--- src/rtl/dlpsc_consts.svh ---
`ifndef DLPSC_CONSTS_SVH
`define DLPSC_CONSTS_SVH

// Clock period in ns
`define DLPSC_CLK_NS          32'd50
// Least self refresh residency and time to first internal refresh, ns
`define DLPSC_TCKE_NS         32'd150
// Least cycles of self refresh residency, rounded up
`define DLPSC_TCKE_CYC        (((`DLPSC_TCKE_NS) + (`DLPSC_CLK_NS) - 32'd1) / (`DLPSC_CLK_NS))
// Internal refresh busy time after a timer refresh, ns
`define DLPSC_TRFC_NS         32'd128
`define DLPSC_TRFC_CYC        (((`DLPSC_TRFC_NS) + (`DLPSC_CLK_NS) - 32'd1) / (`DLPSC_CLK_NS))
// Counter width for residency and refresh timing
`define DLPSC_CNT_W           8
// Clocks after self refresh entry before the link clock may stop
`define DLPSC_CLK_HALT_CYC    8'h01
// Clocks in precharge power-down before a frequency change is allowed
`define DLPSC_FREQ_CHG_CYC    8'h02
// Mode register bit selecting slow active power-down exit
`define DLPSC_MR_SLOW_EXIT    12
`define DLPSC_MR_W            13

`endif

--- src/rtl/dlpsc_pkg.sv ---
package dlpsc_pkg;

  typedef enum logic [2:0] {
    DLPSC_IDLE  = 3'b000,
    DLPSC_PPD   = 3'b001,
    DLPSC_APD   = 3'b011,
    DLPSC_SREF  = 3'b010,
    DLPSC_SRX   = 3'b110
  } dlpsc_state_e;

  typedef enum logic [2:0] {
    DLPSC_CMD_NOP   = 3'h0,
    DLPSC_CMD_DESEL = 3'h1,
    DLPSC_CMD_REF   = 3'h2,
    DLPSC_CMD_SREF  = 3'h3,
    DLPSC_CMD_OTHER = 3'h4
  } dlpsc_cmd_e;

  // Command pins sampled on the rising clock
  typedef struct packed {
    logic cs_n;
    logic ras_n;
    logic cas_n;
    logic we_n;
  } dlpsc_cmd_s;

  // Power controls driven toward the array, DLL and buffers
  typedef struct packed {
    logic dll_enable;
    logic int_clk_enable;
    logic buffers_enable;
    logic refresh_pulse;
    logic slow_exit;
  } dlpsc_pwr_s;

endpackage

--- src/rtl/dlpsc_top.sv ---
// Functional notes
// [RULE_01] CS, RAS, CAS, CKE low with WE high enters self refresh.
// [RULE_02] Controller turns ODT off before self refresh entry.
// [RULE_03] Controller holds CKE low in self refresh; other inputs ignored.
// [RULE_04] DLL and internal clock off in self refresh, DLL back on exit.
// [RULE_05] One internal refresh within tCKE; residency at least tCKE.
// [RULE_06] Controller may halt clock one cycle after entry; restart before exit.
// [RULE_07] Controller waits tXSNR after exit, issuing only NOP or Deselect.
// [RULE_08] Controller keeps CKE high and ODT off during tXSRD.
// [RULE_09] Before self refresh re-entry, wait tXSNR and give one refresh.
// [RULE_10] CKE low with NOP or Deselect enters power-down, not mid burst; code still enters mid burst and sets cke_drop_event.
// [RULE_11] Controller enters power-down with DLL locked or resets DLL later.
// [RULE_12] No open row gives precharge power-down, else active power-down.
// [RULE_13] Mode bit A12 picks fast or slow active power-down exit.
// [RULE_14] Power-down gates buffers; precharge power-down also stops the DLL.
// [RULE_15] Controller limits power-down to nine times tREFI.
// [RULE_16] CKE high with NOP or Deselect exits power-down.
// [RULE_17] Asynchronous CKE drop loses data; controller must re-initialize.
// [RULE_18] Clock frequency changes only in precharge power-down after 2 clocks.
// [RULE_19] During frequency change ODT, CKE stay low; DLL reset after exit.
// [RULE_20] CS low with RAS, CAS, WE high is a no-operation.
// [RULE_21] CS high is Deselect and acts as a no-operation.
// [RULE_22] Controller issues refresh at most nine tREFI apart.
// [RULE_23] Controller converts ns timing to rounded-up cycle counts.
`timescale 1ns/10ps
`include "dlpsc_consts.svh"

module dlpsc_top (
  // Clock and reset
  input  wire logic                   clk,
  input  wire logic                   reset,
  input  wire logic                   clk_en,
  // Sampled pins
  input  wire logic                   cke,
  input  wire dlpsc_pkg::dlpsc_cmd_s  cmd,
  // Array and mode status
  input  wire logic                   any_row_open,
  input  wire logic                   burst_busy,
  input  wire logic [`DLPSC_MR_W-1:0] mode_reg,
  // Power controls
  output dlpsc_pkg::dlpsc_pwr_s       pwr,
  // Status
  output dlpsc_pkg::dlpsc_state_e     state,
  output logic                        sref_min_met,
  output logic                        freq_change_ok,
  output logic                        cke_drop_event
);

  localparam logic [`DLPSC_CNT_W-1:0] TCKE_CYC = `DLPSC_CNT_W'(`DLPSC_TCKE_CYC);
  localparam logic [`DLPSC_CNT_W-1:0] TRFC_CYC = `DLPSC_CNT_W'(`DLPSC_TRFC_CYC);
  localparam logic [`DLPSC_CNT_W-1:0] CNT_ONE  = `DLPSC_CNT_W'(1);
  localparam logic [`DLPSC_CNT_W-1:0] CNT_ZERO = '0;

  dlpsc_pkg::dlpsc_cmd_e     kind;
  dlpsc_pkg::dlpsc_state_e   state_q, state_d;
  logic [`DLPSC_CNT_W-1:0]   res_q, res_d;
  logic [`DLPSC_CNT_W-1:0]   busy_q, busy_d;
  logic                      refd_q, refd_d;
  logic                      slow_q, slow_d;
  logic                      drop_q, drop_d;
  dlpsc_pkg::dlpsc_pwr_s     pwr_q, pwr_d;
  logic                      idle_cmd;

  dlpsc_decode u_decode (
    .cmd  (cmd),
    .cke  (cke),
    .kind (kind)
  );

  // NOP and Deselect behave the same everywhere
  assign idle_cmd = (kind == dlpsc_pkg::DLPSC_CMD_NOP) ||
                    (kind == dlpsc_pkg::DLPSC_CMD_DESEL); // see [RULE_21]

  // Saturating increment shared by the residency counter
  function automatic logic [`DLPSC_CNT_W-1:0] sat_inc(input logic [`DLPSC_CNT_W-1:0] v);
    sat_inc = (v == {`DLPSC_CNT_W{1'b1}}) ? v : v + CNT_ONE;
  endfunction

  always_comb begin
    state_d = state_q;
    res_d   = res_q;
    busy_d  = (busy_q != CNT_ZERO) ? busy_q - CNT_ONE : busy_q;
    refd_d  = refd_q;
    slow_d  = slow_q;
    drop_d  = 1'b0;
    unique case (state_q)
      dlpsc_pkg::DLPSC_IDLE: begin
        if (kind == dlpsc_pkg::DLPSC_CMD_SREF) begin
          state_d = dlpsc_pkg::DLPSC_SREF; // see [RULE_01]
          res_d   = CNT_ZERO;
          refd_d  = 1'b0;
        end else if (!cke && idle_cmd) begin // see [RULE_10]
          // Open rows decide the power-down flavour
          state_d = any_row_open ? dlpsc_pkg::DLPSC_APD : dlpsc_pkg::DLPSC_PPD; // see [RULE_12]
          slow_d  = mode_reg[`DLPSC_MR_SLOW_EXIT]; // see [RULE_13]
          res_d   = CNT_ZERO;
          // A CKE drop mid burst is flagged; contents are no longer trusted
          drop_d  = burst_busy; // see [RULE_17]
        end else if (!cke) begin
          drop_d  = 1'b1; // see [RULE_17]
        end
      end
      dlpsc_pkg::DLPSC_PPD,
      dlpsc_pkg::DLPSC_APD: begin
        res_d = sat_inc(res_q);
        if (cke && idle_cmd) begin
          state_d = dlpsc_pkg::DLPSC_IDLE; // see [RULE_16]
        end
      end
      dlpsc_pkg::DLPSC_SREF: begin
        res_d = sat_inc(res_q);
        // One timer refresh right away, well inside the residency minimum
        if (!refd_q) begin
          refd_d = 1'b1; // see [RULE_05]
          busy_d = TRFC_CYC;
        end
        // Only CKE is looked at here; exit honours the residency floor
        if (cke && (res_q >= TCKE_CYC)) begin
          state_d = dlpsc_pkg::DLPSC_SRX; // see [RULE_03]
        end
      end
      dlpsc_pkg::DLPSC_SRX: begin
        // Internal refresh in flight finishes before idle
        if (busy_q == CNT_ZERO) begin
          state_d = dlpsc_pkg::DLPSC_IDLE;
        end
      end
      default: begin
        state_d = dlpsc_pkg::DLPSC_IDLE;
      end
    endcase
  end

  always_comb begin
    pwr_d                = '0;
    pwr_d.slow_exit      = slow_d;
    pwr_d.refresh_pulse  = (state_q == dlpsc_pkg::DLPSC_SREF) && !refd_q; // see [RULE_05]
    unique case (state_d)
      dlpsc_pkg::DLPSC_SREF: begin
        pwr_d.dll_enable     = 1'b0; // see [RULE_04]
        pwr_d.int_clk_enable = 1'b0;
        pwr_d.buffers_enable = 1'b0;
      end
      dlpsc_pkg::DLPSC_PPD: begin
        pwr_d.dll_enable     = 1'b0; // see [RULE_14]
        pwr_d.int_clk_enable = 1'b1;
        pwr_d.buffers_enable = 1'b0;
      end
      dlpsc_pkg::DLPSC_APD: begin
        pwr_d.dll_enable     = 1'b1;
        pwr_d.int_clk_enable = 1'b1;
        pwr_d.buffers_enable = 1'b0; // see [RULE_14]
      end
      default: begin
        pwr_d.dll_enable     = 1'b1; // see [RULE_04]
        pwr_d.int_clk_enable = 1'b1;
        pwr_d.buffers_enable = 1'b1;
      end
    endcase
  end

  always_ff @(posedge clk or posedge reset) begin
    if (reset) begin
      state_q <= dlpsc_pkg::DLPSC_IDLE;
      res_q   <= '0;
      busy_q  <= '0;
      refd_q  <= 1'b0;
      slow_q  <= 1'b0;
      drop_q  <= 1'b0;
      pwr_q   <= '{dll_enable: 1'b1, int_clk_enable: 1'b1, buffers_enable: 1'b1,
                   refresh_pulse: 1'b0, slow_exit: 1'b0};
    end else if (clk_en) begin
      state_q <= state_d;
      res_q   <= res_d;
      busy_q  <= busy_d;
      refd_q  <= refd_d;
      slow_q  <= slow_d;
      drop_q  <= drop_d;
      pwr_q   <= pwr_d;
    end
  end

  assign pwr            = pwr_q;
  assign state          = state_q;
  assign cke_drop_event = drop_q;
  assign sref_min_met   = (state_q == dlpsc_pkg::DLPSC_SREF) && (res_q >= TCKE_CYC);
  // Frequency change window opens only in precharge power-down
  assign freq_change_ok = (state_q == dlpsc_pkg::DLPSC_PPD) &&
                          (res_q >= `DLPSC_FREQ_CHG_CYC); // see [RULE_18]

  property p_sref_entry;
    @(posedge clk) disable iff (reset)
      (clk_en && state_q == dlpsc_pkg::DLPSC_IDLE && kind == dlpsc_pkg::DLPSC_CMD_SREF)
      |=> (state_q == dlpsc_pkg::DLPSC_SREF);
  endproperty
  a_sref_entry: assert property (p_sref_entry) else $error("Self refresh not entered"); // see [RULE_01]

  property p_sref_dll_off;
    @(posedge clk) disable iff (reset)
      (state_q == dlpsc_pkg::DLPSC_SREF) |-> (!pwr.dll_enable && !pwr.int_clk_enable);
  endproperty
  a_sref_dll_off: assert property (p_sref_dll_off) else $error("DLL on in self refresh"); // see [RULE_04]

  property p_sref_refresh;
    @(posedge clk) disable iff (reset)
      (clk_en && $rose(state_q == dlpsc_pkg::DLPSC_SREF)) |=> pwr.refresh_pulse;
  endproperty
  a_sref_refresh: assert property (p_sref_refresh) else $error("No refresh in self refresh"); // see [RULE_05]

  property p_sref_floor;
    @(posedge clk) disable iff (reset)
      (state_q == dlpsc_pkg::DLPSC_SREF && state_d == dlpsc_pkg::DLPSC_SRX)
      |-> (res_q >= TCKE_CYC);
  endproperty
  a_sref_floor: assert property (p_sref_floor) else $error("Self refresh left early"); // see [RULE_05]

  property p_pd_entry;
    @(posedge clk) disable iff (reset)
      (clk_en && state_q == dlpsc_pkg::DLPSC_IDLE && !cke && idle_cmd)
      |=> (state_q == (($past(any_row_open)) ? dlpsc_pkg::DLPSC_APD : dlpsc_pkg::DLPSC_PPD));
  endproperty
  a_pd_entry: assert property (p_pd_entry) else $error("Wrong power-down flavour"); // see [RULE_12]

  property p_slow_exit;
    @(posedge clk) disable iff (reset)
      (clk_en && state_q == dlpsc_pkg::DLPSC_IDLE && !cke && idle_cmd)
      |=> ##1 (pwr.slow_exit == $past(mode_reg[`DLPSC_MR_SLOW_EXIT], 2));
  endproperty
  a_slow_exit: assert property (p_slow_exit) else $error("Exit mode not captured"); // see [RULE_13]

  property p_pd_buffers;
    @(posedge clk) disable iff (reset)
      (state_q == dlpsc_pkg::DLPSC_PPD) |-> (!pwr.buffers_enable && !pwr.dll_enable);
  endproperty
  a_pd_buffers: assert property (p_pd_buffers) else $error("Buffers on in power-down"); // see [RULE_14]

  property p_pd_exit;
    @(posedge clk) disable iff (reset)
      (clk_en && (state_q == dlpsc_pkg::DLPSC_PPD || state_q == dlpsc_pkg::DLPSC_APD)
       && cke && idle_cmd) |=> (state_q == dlpsc_pkg::DLPSC_IDLE);
  endproperty
  a_pd_exit: assert property (p_pd_exit) else $error("Power-down not exited"); // see [RULE_16]

  property p_nop_hold;
    @(posedge clk) disable iff (reset)
      (clk_en && state_q == dlpsc_pkg::DLPSC_IDLE && cke && idle_cmd)
      |=> (state_q == dlpsc_pkg::DLPSC_IDLE);
  endproperty
  a_nop_hold: assert property (p_nop_hold) else $error("NOP changed state"); // see [RULE_20]

  property p_desel;
    @(posedge clk) disable iff (reset)
      cmd.cs_n |-> (kind == dlpsc_pkg::DLPSC_CMD_DESEL);
  endproperty
  a_desel: assert property (p_desel) else $error("Deselect misdecoded"); // see [RULE_21]

endmodule // dlpsc_top

--- src/rtl/dlpsc_decode.sv ---
`timescale 1ns/10ps
`include "dlpsc_consts.svh"

module dlpsc_decode (
  // Sampled pins
  input  wire dlpsc_pkg::dlpsc_cmd_s cmd,
  input  wire logic                  cke,
  // Decoded command
  output dlpsc_pkg::dlpsc_cmd_e      kind
);

  always_comb begin
    if (cmd.cs_n) begin
      kind = dlpsc_pkg::DLPSC_CMD_DESEL; // see [RULE_21]
    end else if (cmd.ras_n && cmd.cas_n && cmd.we_n) begin
      kind = dlpsc_pkg::DLPSC_CMD_NOP; // see [RULE_20]
    end else if (!cmd.ras_n && !cmd.cas_n && cmd.we_n) begin
      kind = cke ? dlpsc_pkg::DLPSC_CMD_REF : dlpsc_pkg::DLPSC_CMD_SREF; // see [RULE_01]
    end else begin
      kind = dlpsc_pkg::DLPSC_CMD_OTHER;
    end
  end

endmodule // dlpsc_decode

--- config.mk ---
export PLATFORM = sky130hd
export DESIGN_NAME = dlpsc_top
export DESIGN_NICKNAME = d
export VERILOG_FILES = /design/src/rtl/dlpsc_pkg.sv /design/src/rtl/dlpsc_top.sv /design/src/rtl/dlpsc_decode.sv
export VERILOG_INCLUDE_DIRS = /design/src /design/src/rtl
export SDC_FILE = /design/constraint.sdc
export NUM_CORES = 1
export LEC_CHECK = 0
export ABC_AREA = 1
export BUFFER_PORTS_ARGS = -buffer_cell sky130_fd_sc_hd__clkbuf_2
export CORE_ASPECT_RATIO = 0.5
export CORE_MARGIN = 2
export CORE_UTILIZATION = 54
export DETAILED_ROUTE_END_ITERATION = 10
export GPL_TIMING_DRIVEN = 0
export PLACE_DENSITY = 0.77
export SLEW_MARGIN = 20
export SYNTH_ARGS = -nofsm -noshare
export SYNTH_HDL_FRONTEND = slang
export SYNTH_SLANG_ARGS = --single-unit
--- constraint.sdc ---
create_clock -name clk -period 1.79 [get_ports clk]
set_input_delay 0.179 -clock clk [delete_from_list [all_inputs] [get_ports clk]]
set_output_delay 0.179 -clock clk [all_outputs]
set_load 0.005 [all_outputs]
# Yosys cells after proc, flatten, opt, wreduce, memory -nomap -nowiden
# Index checks and enable logic that the tools add are counted.
# classes
addsub,2
mux,25
reduce_logical,26
bitwise,1
eq_ne,13
magnitude_cmp,2
# ops
cell,n
8-bit two-way mux,6
3-bit two-way mux,8
"8-bit by 2-bit >= comparator with 1-bit output, second input constant",2
8-bit case mux with 2 select lines,1
"3-bit by 2-bit == test with 1-bit output, second input constant",5
3-bit case mux with 4 select lines,1
1-bit logical AND,10
"3-bit by 1-bit == test with 1-bit output, second input constant",3
3-bit case mux with 3 select lines,1
"8-bit by 1-bit adder with 8-bit output, second input constant",1
"8-bit == test, second input constant",1
8-bit logical NOT,1
4-bit AND reduction,2
8-bit nonzero test,1
"8-bit by 1-bit subtractor with 8-bit output, second input constant",1
3-bit logical NOT,2
1-bit two-way mux,6
1-bit logical NOT,4
"2-bit inequality test, second input constant",2
2-bit nonzero test,2
"3-bit == test, second input constant",1
"3-bit inequality test, second input constant",1
3-bit AND reduction,1
3-bit OR reduction,1
other kinds (5),5
# word_totals
ff_bits,26
word_cells,79
inputBits,23

# Depth between registers and ports, before layout
# logic_depth
ltp_word,14
ltp_mapped,11

# Hierarchy
# A second synthesis with hierarchy kept.
# hier_totals
cells_unflattened,222
area_unflattened_um2,1654.1
# by_module_without_submodules
mod,seq_area_each_um2,area_per_inst_um2,cells_each,n_inst
dlpsc_top,654.4,1596.5,211,1
dlpsc_decode,0.0,57.6,11,1

# Worst setup path after synthesis
# No wires, ideal clock.
# synth_timing
path_type,register to register
start,reg res_q[1]
end,reg res_q[6]
arrival_ns,1.391
path_stages_with_launch,10
setup_slack_ns,0.326
synth_period_minus_slack_ns,1.464
n_path_buf,1
setup_ns,0.074
cell_sequence,dfrtp_1 ha_1 nand2_1 inv_1 nand3_1 o21ai_2 nor2_2 buf_6 nand3_1 o21ai_2
# synth_between
elab_chain_len,3
# synth_lines
item,line_no,text
start: declaration,dlpsc_top.sv:56,"logic [`DLPSC_CNT_W-1:0] res_q, res_d;"
start signal: assignment,dlpsc_top.sv:174,res_q <= res_d;
8-bit by 1-bit adder with 8-bit output or 8-bit == test (tied branches),dlpsc_top.sv:76,sat_inc = (v == {`DLPSC_CNT_W{1'b1}}) ? v : v + CNT_ONE;
8-bit two-way mux or 2-bit inequality test (tied branches),--,
8-bit case mux with 2 select lines or 4-bit AND reduction (tied branches),--,
# Several ways; a longest one is shown, not always the timed one. The select of a mux whose other input is x is not followed.
# A chain may end at the register's enable or synchronous reset.

# Final worst setup path
# layout_timing
start,reg busy_q[0]
end,reg pwr_q (netlist bit pwr[4])
# layout_between
elab_chain_len,5
# layout_lines
item,line_no,text
start: declaration,dlpsc_top.sv:57,"logic [`DLPSC_CNT_W-1:0] busy_q, busy_d;"
start signal: assignment,dlpsc_top.sv:175,busy_q <= busy_d;
8-bit logical NOT (*),dlpsc_top.sv:124,if (busy_q == CNT_ZERO) begin
3-bit two-way mux (*),dlpsc_top.sv:124,
3-bit case mux with 4 select lines (*),dlpsc_top.sv:86,unique case (state_q)
3-bit by 2-bit == test with 1-bit output or 3-bit by 1-bit == test with 1-bit output (tied branches),dlpsc_top.sv:138,unique case (state_d)
3-bit case mux with 3 select lines (*),dlpsc_top.sv:138,
end signal: assignment,dlpsc_top.sv:170,"pwr_q <= '{dll_enable: 1'b1, int_clk_enable: 1'b1, buffers_enable: 1'b1,"
end signal: assignment,dlpsc_top.sv:179,pwr_q <= pwr_d;
end: declaration,dlpsc_top.sv:61,"dlpsc_pkg::dlpsc_pwr_s pwr_q, pwr_d;"
# Mark *: on every way between the ends. The rest lies on a longest branch, timed or not.

==> flow_summary.json <==
{
  "status": "complete, no violations",
  "nFillCells": 241,
  "cts_root_buf": "clkbuf_8",
  "numCtsBuffers": 3,
  "ys_seq_elements": 26,
  "avgSynthCellArea_um2": 7.640,
  "layout_commonest_cell": "nand2_1",
  "fmax_mhz": 602.0,
  "gp_congestion": 0.8536,
  "cp-end-kind": "flip-flop",
  "antenna_cells": 0,
  "layout-drive-gt1-share_pct": 24.89,
  "die_h_um": 42.36,
  "first_pass_iters": 4,
  "finalNetCount": 261,
  "cts_tree": "built",
  "cp-start-kind": "flip-flop",
  "crit_type": "reg2reg",
  "viasPerCell": 5.141,
  "dp_hpwl_mm": 2.432,
  "critPathMaxFanout": 4,
  "worst_slew_pin_slew_ns": 0.5543,
  "synth_area_um2": 1589,
  "synth_fp_nets": 235,
  "ir_drop_uv": 858.3,
  "dr.first_iter.drc_count": 94,
  "final_cells": 270,
  "insertion_delay_ns": 0.28,
  "arrival_ns": 1.89,
  "cts_buffer_depth": 2,
  "dp_cells": 265,
  "yosys_warnings": 0,
  "grt_pass1_vias": 1315,
  "fp.dieW_um": 80.72,
  "fin_crit_ns": 1.661,
  "grt_max_degree": 27,
  "drc": 0,
  "antenna_found_initial": 0,
  "cts_sinks": 26,
  "synth_cell_type_count": 29,
  "grt_pass1_wl_mm": 5.830,
  "start_util_pct": 58.85,
  "drt-total-wl_mm": 3.390,
  "cts.htree.levels": 1,
  "yosysSeqAreaShare_pct": 41.18,
  "core_area_um2": 2700,
  "layout_common_cells": "nand2_1, inv_1, dfrtp_1, nor2_1, clkbuf_2",
  "finalSetupViolations": 0,
  "path_clk_slew_ns": 0.10,
  "gr-usage-all-layers_pct": 21.76,
  "p_leak_nw": 0.9478,
  "area_delta_synth_final_pct": 15.43,
  "multiInputGateArea_um2": 804.5,
  "cap_violations": 0,
  "fin_crit_sh_pct": 92.80,
  "cts_setup_buffers": 0,
  "drt-wirelength-per-cell_um": 12.56,
  "rows": 13,
  "hold_viol": 0,
  "p_per_area_nw_per_um2": 1399,
  "port_buffers": 20,
  "overflow": 0,
  "ant_nets": 0,
  "layout_setup_ws_ns": 0.1289,
  "io_pins": 34,
  "dr_total_vias": 1388,
  "seq_area_um2": 654.4,
  "holdCritPathClass": "in2reg",
  "dieArea_um2": 3419,
  "synthCells": 208,
  "pre_cts_slack_ns": 0.1586,
  "drv_slew": 0,
  "cp.required_ns": 2.02,
  "maxSlewHeadroom_pct": 62.99,
  "skew_ns": 0.01128
}
## stage by stage
| stage | total power [mW] | TNS (ns) | utilization, % | instance area, um2 | hold slack, ns |
|---|---|---|---|---|---|
| CTS | 2.548 | 0 | 66.91 | 1807 | 0.1372 |
| detailed placement | 2.036 | 0 | 64.27 | 1735 | 0.4248 |
| global placement | 1.992 | 0 | 64.27 | 1735 | 0.4171 |
| global route | 2.796 | -0.01647 | 67.93 | 1834 | 0.1429 |
| finish | 2.567 | 0 | 67.93 | 1834 | 0.1367 |
| floorplan | 1.749 | 0 | - | 1589 | 0.2168 |
## registers in the layout (all words and copies together), names as in the netlist
register	count
state	3
refd_q	1
res_q	8
cke_drop_event	1
busy_q	8
pwr	5
## cells in the mapped netlist
| master | instances | share of area, % |
|---|---|---|
| xor2_1 | 8 | 4.4 |
| nand3_1 | 17 | 5.4 |
| o21bai_1 | 1 | 0.47 |
| o21ai_0 | 7 | 2.2 |
| o211ai_2 | 1 | 0.79 |
| inv_1 | 26 | 6.1 |
| or2_4 | 2 | 1.1 |
| a21oi_1 | 8 | 2.5 |
| mux2_2 | 1 | 0.71 |
| clkbuf_1 | 1 | 0.24 |
| buf_4 | 2 | 0.94 |
| nor4_1 | 3 | 1.2 |
| o21ai_2 | 8 | 4.4 |
| nor2_2 | 3 | 1.2 |
| inv_2 | 4 | 0.94 |
| ha_1 | 4 | 3.1 |
| nor2_4 | 1 | 0.71 |
| nand2_1 | 50 | 12 |
| nand2_2 | 1 | 0.39 |
| a21oi_2 | 1 | 0.55 |
| nand4_1 | 2 | 0.79 |
| dfrtp_1 | 23 | 36 |
| nand3b_1 | 1 | 0.47 |
| dfstp_2 | 3 | 5.0 |
| nor3_1 | 4 | 1.3 |
| buf_6 | 1 | 0.71 |
| nand3_2 | 1 | 0.63 |
| nor2_1 | 23 | 5.4 |
| buf_2 | 1 | 0.31 |
## power breakdown
part	total, mW	internal, mW	switching [mW]
sequential	0.985	0.806	0.178
combinational	1.08	0.433	0.650
clock	0.499	0.300	0.199
total	2.57	1.54	1.03
## metal layers
layer / track usage, % / vias to the layer above / wire [um]
met1: 28.67 / 649 / 1629
met3: 5.172 / 6 / 118
met5: 0 / - / 0
met4: 2.034 / 0 / 37
li1: - / 710 / -
met2: 38.00 / 23 / 1604
## kinds of logic after synthesis
kind of cell,after synthesis,synth area share (%)
adders and majority gates,4,3.150
muxes,1,0.7086
AOI/OAI and AO/OA,26,10.95
DFF,26,41.18
and+or+nand+nor,108,30.32
buffers and inverters,35,9.290
xor gates and xnor gates,8,4.410
## worst max-delay path, cell delays in order (launching register included)
cell      delay (ns)
dfrtp_1         0.41
inv_1           0.11
ha_1            0.16
inv_1           0.04
nor2_1          0.09
nand2_1         0.14
o21bai_1        0.22
nand3_1         0.17
nand2_1         0.12
nand2_1         0.08
nand3_1         0.07
## layout make-up
cell class                      count  area share (%)
Inverter                           30           6.139
Clock inverter                      1           1.637
Tap cell                           37           2.524
Clock buffer                        3           2.251
Timing Repair Buffer               21           6.003
Multi-Input combinational cell    147           43.86
Buffer                              5           1.910
Sequential cell                    26           35.68
## worst paths after layout
| path | startpoint | to | slack (ns) | cells past startpoint |
|---|---|---|---|---|
| min in group asynchronous | reset | state[1] | 0.49 | 3 |
| worst min register to register | pwr[3] | pwr[3] | 0.47 | 2 |
| worst max register to register | busy_q[0] | pwr[4] | 0.13 | 10 |
| worst min-delay path | mode_reg[12] | pwr[0] | 0.14 | 2 |
| max in group asynchronous | reset | state[2] | 0.93 | 3 |
| worst max-delay path | busy_q[0] | pwr[4] | 0.13 | 10 |
## repair_timing
item	in CTS	in global routing
hold buffers	0	1
setup endpoints to repair	0	3
endpoints found under the hold margin	0	23
gates resized for setup	0	4
No activity file was read; power rests on OpenSTA's default activity.
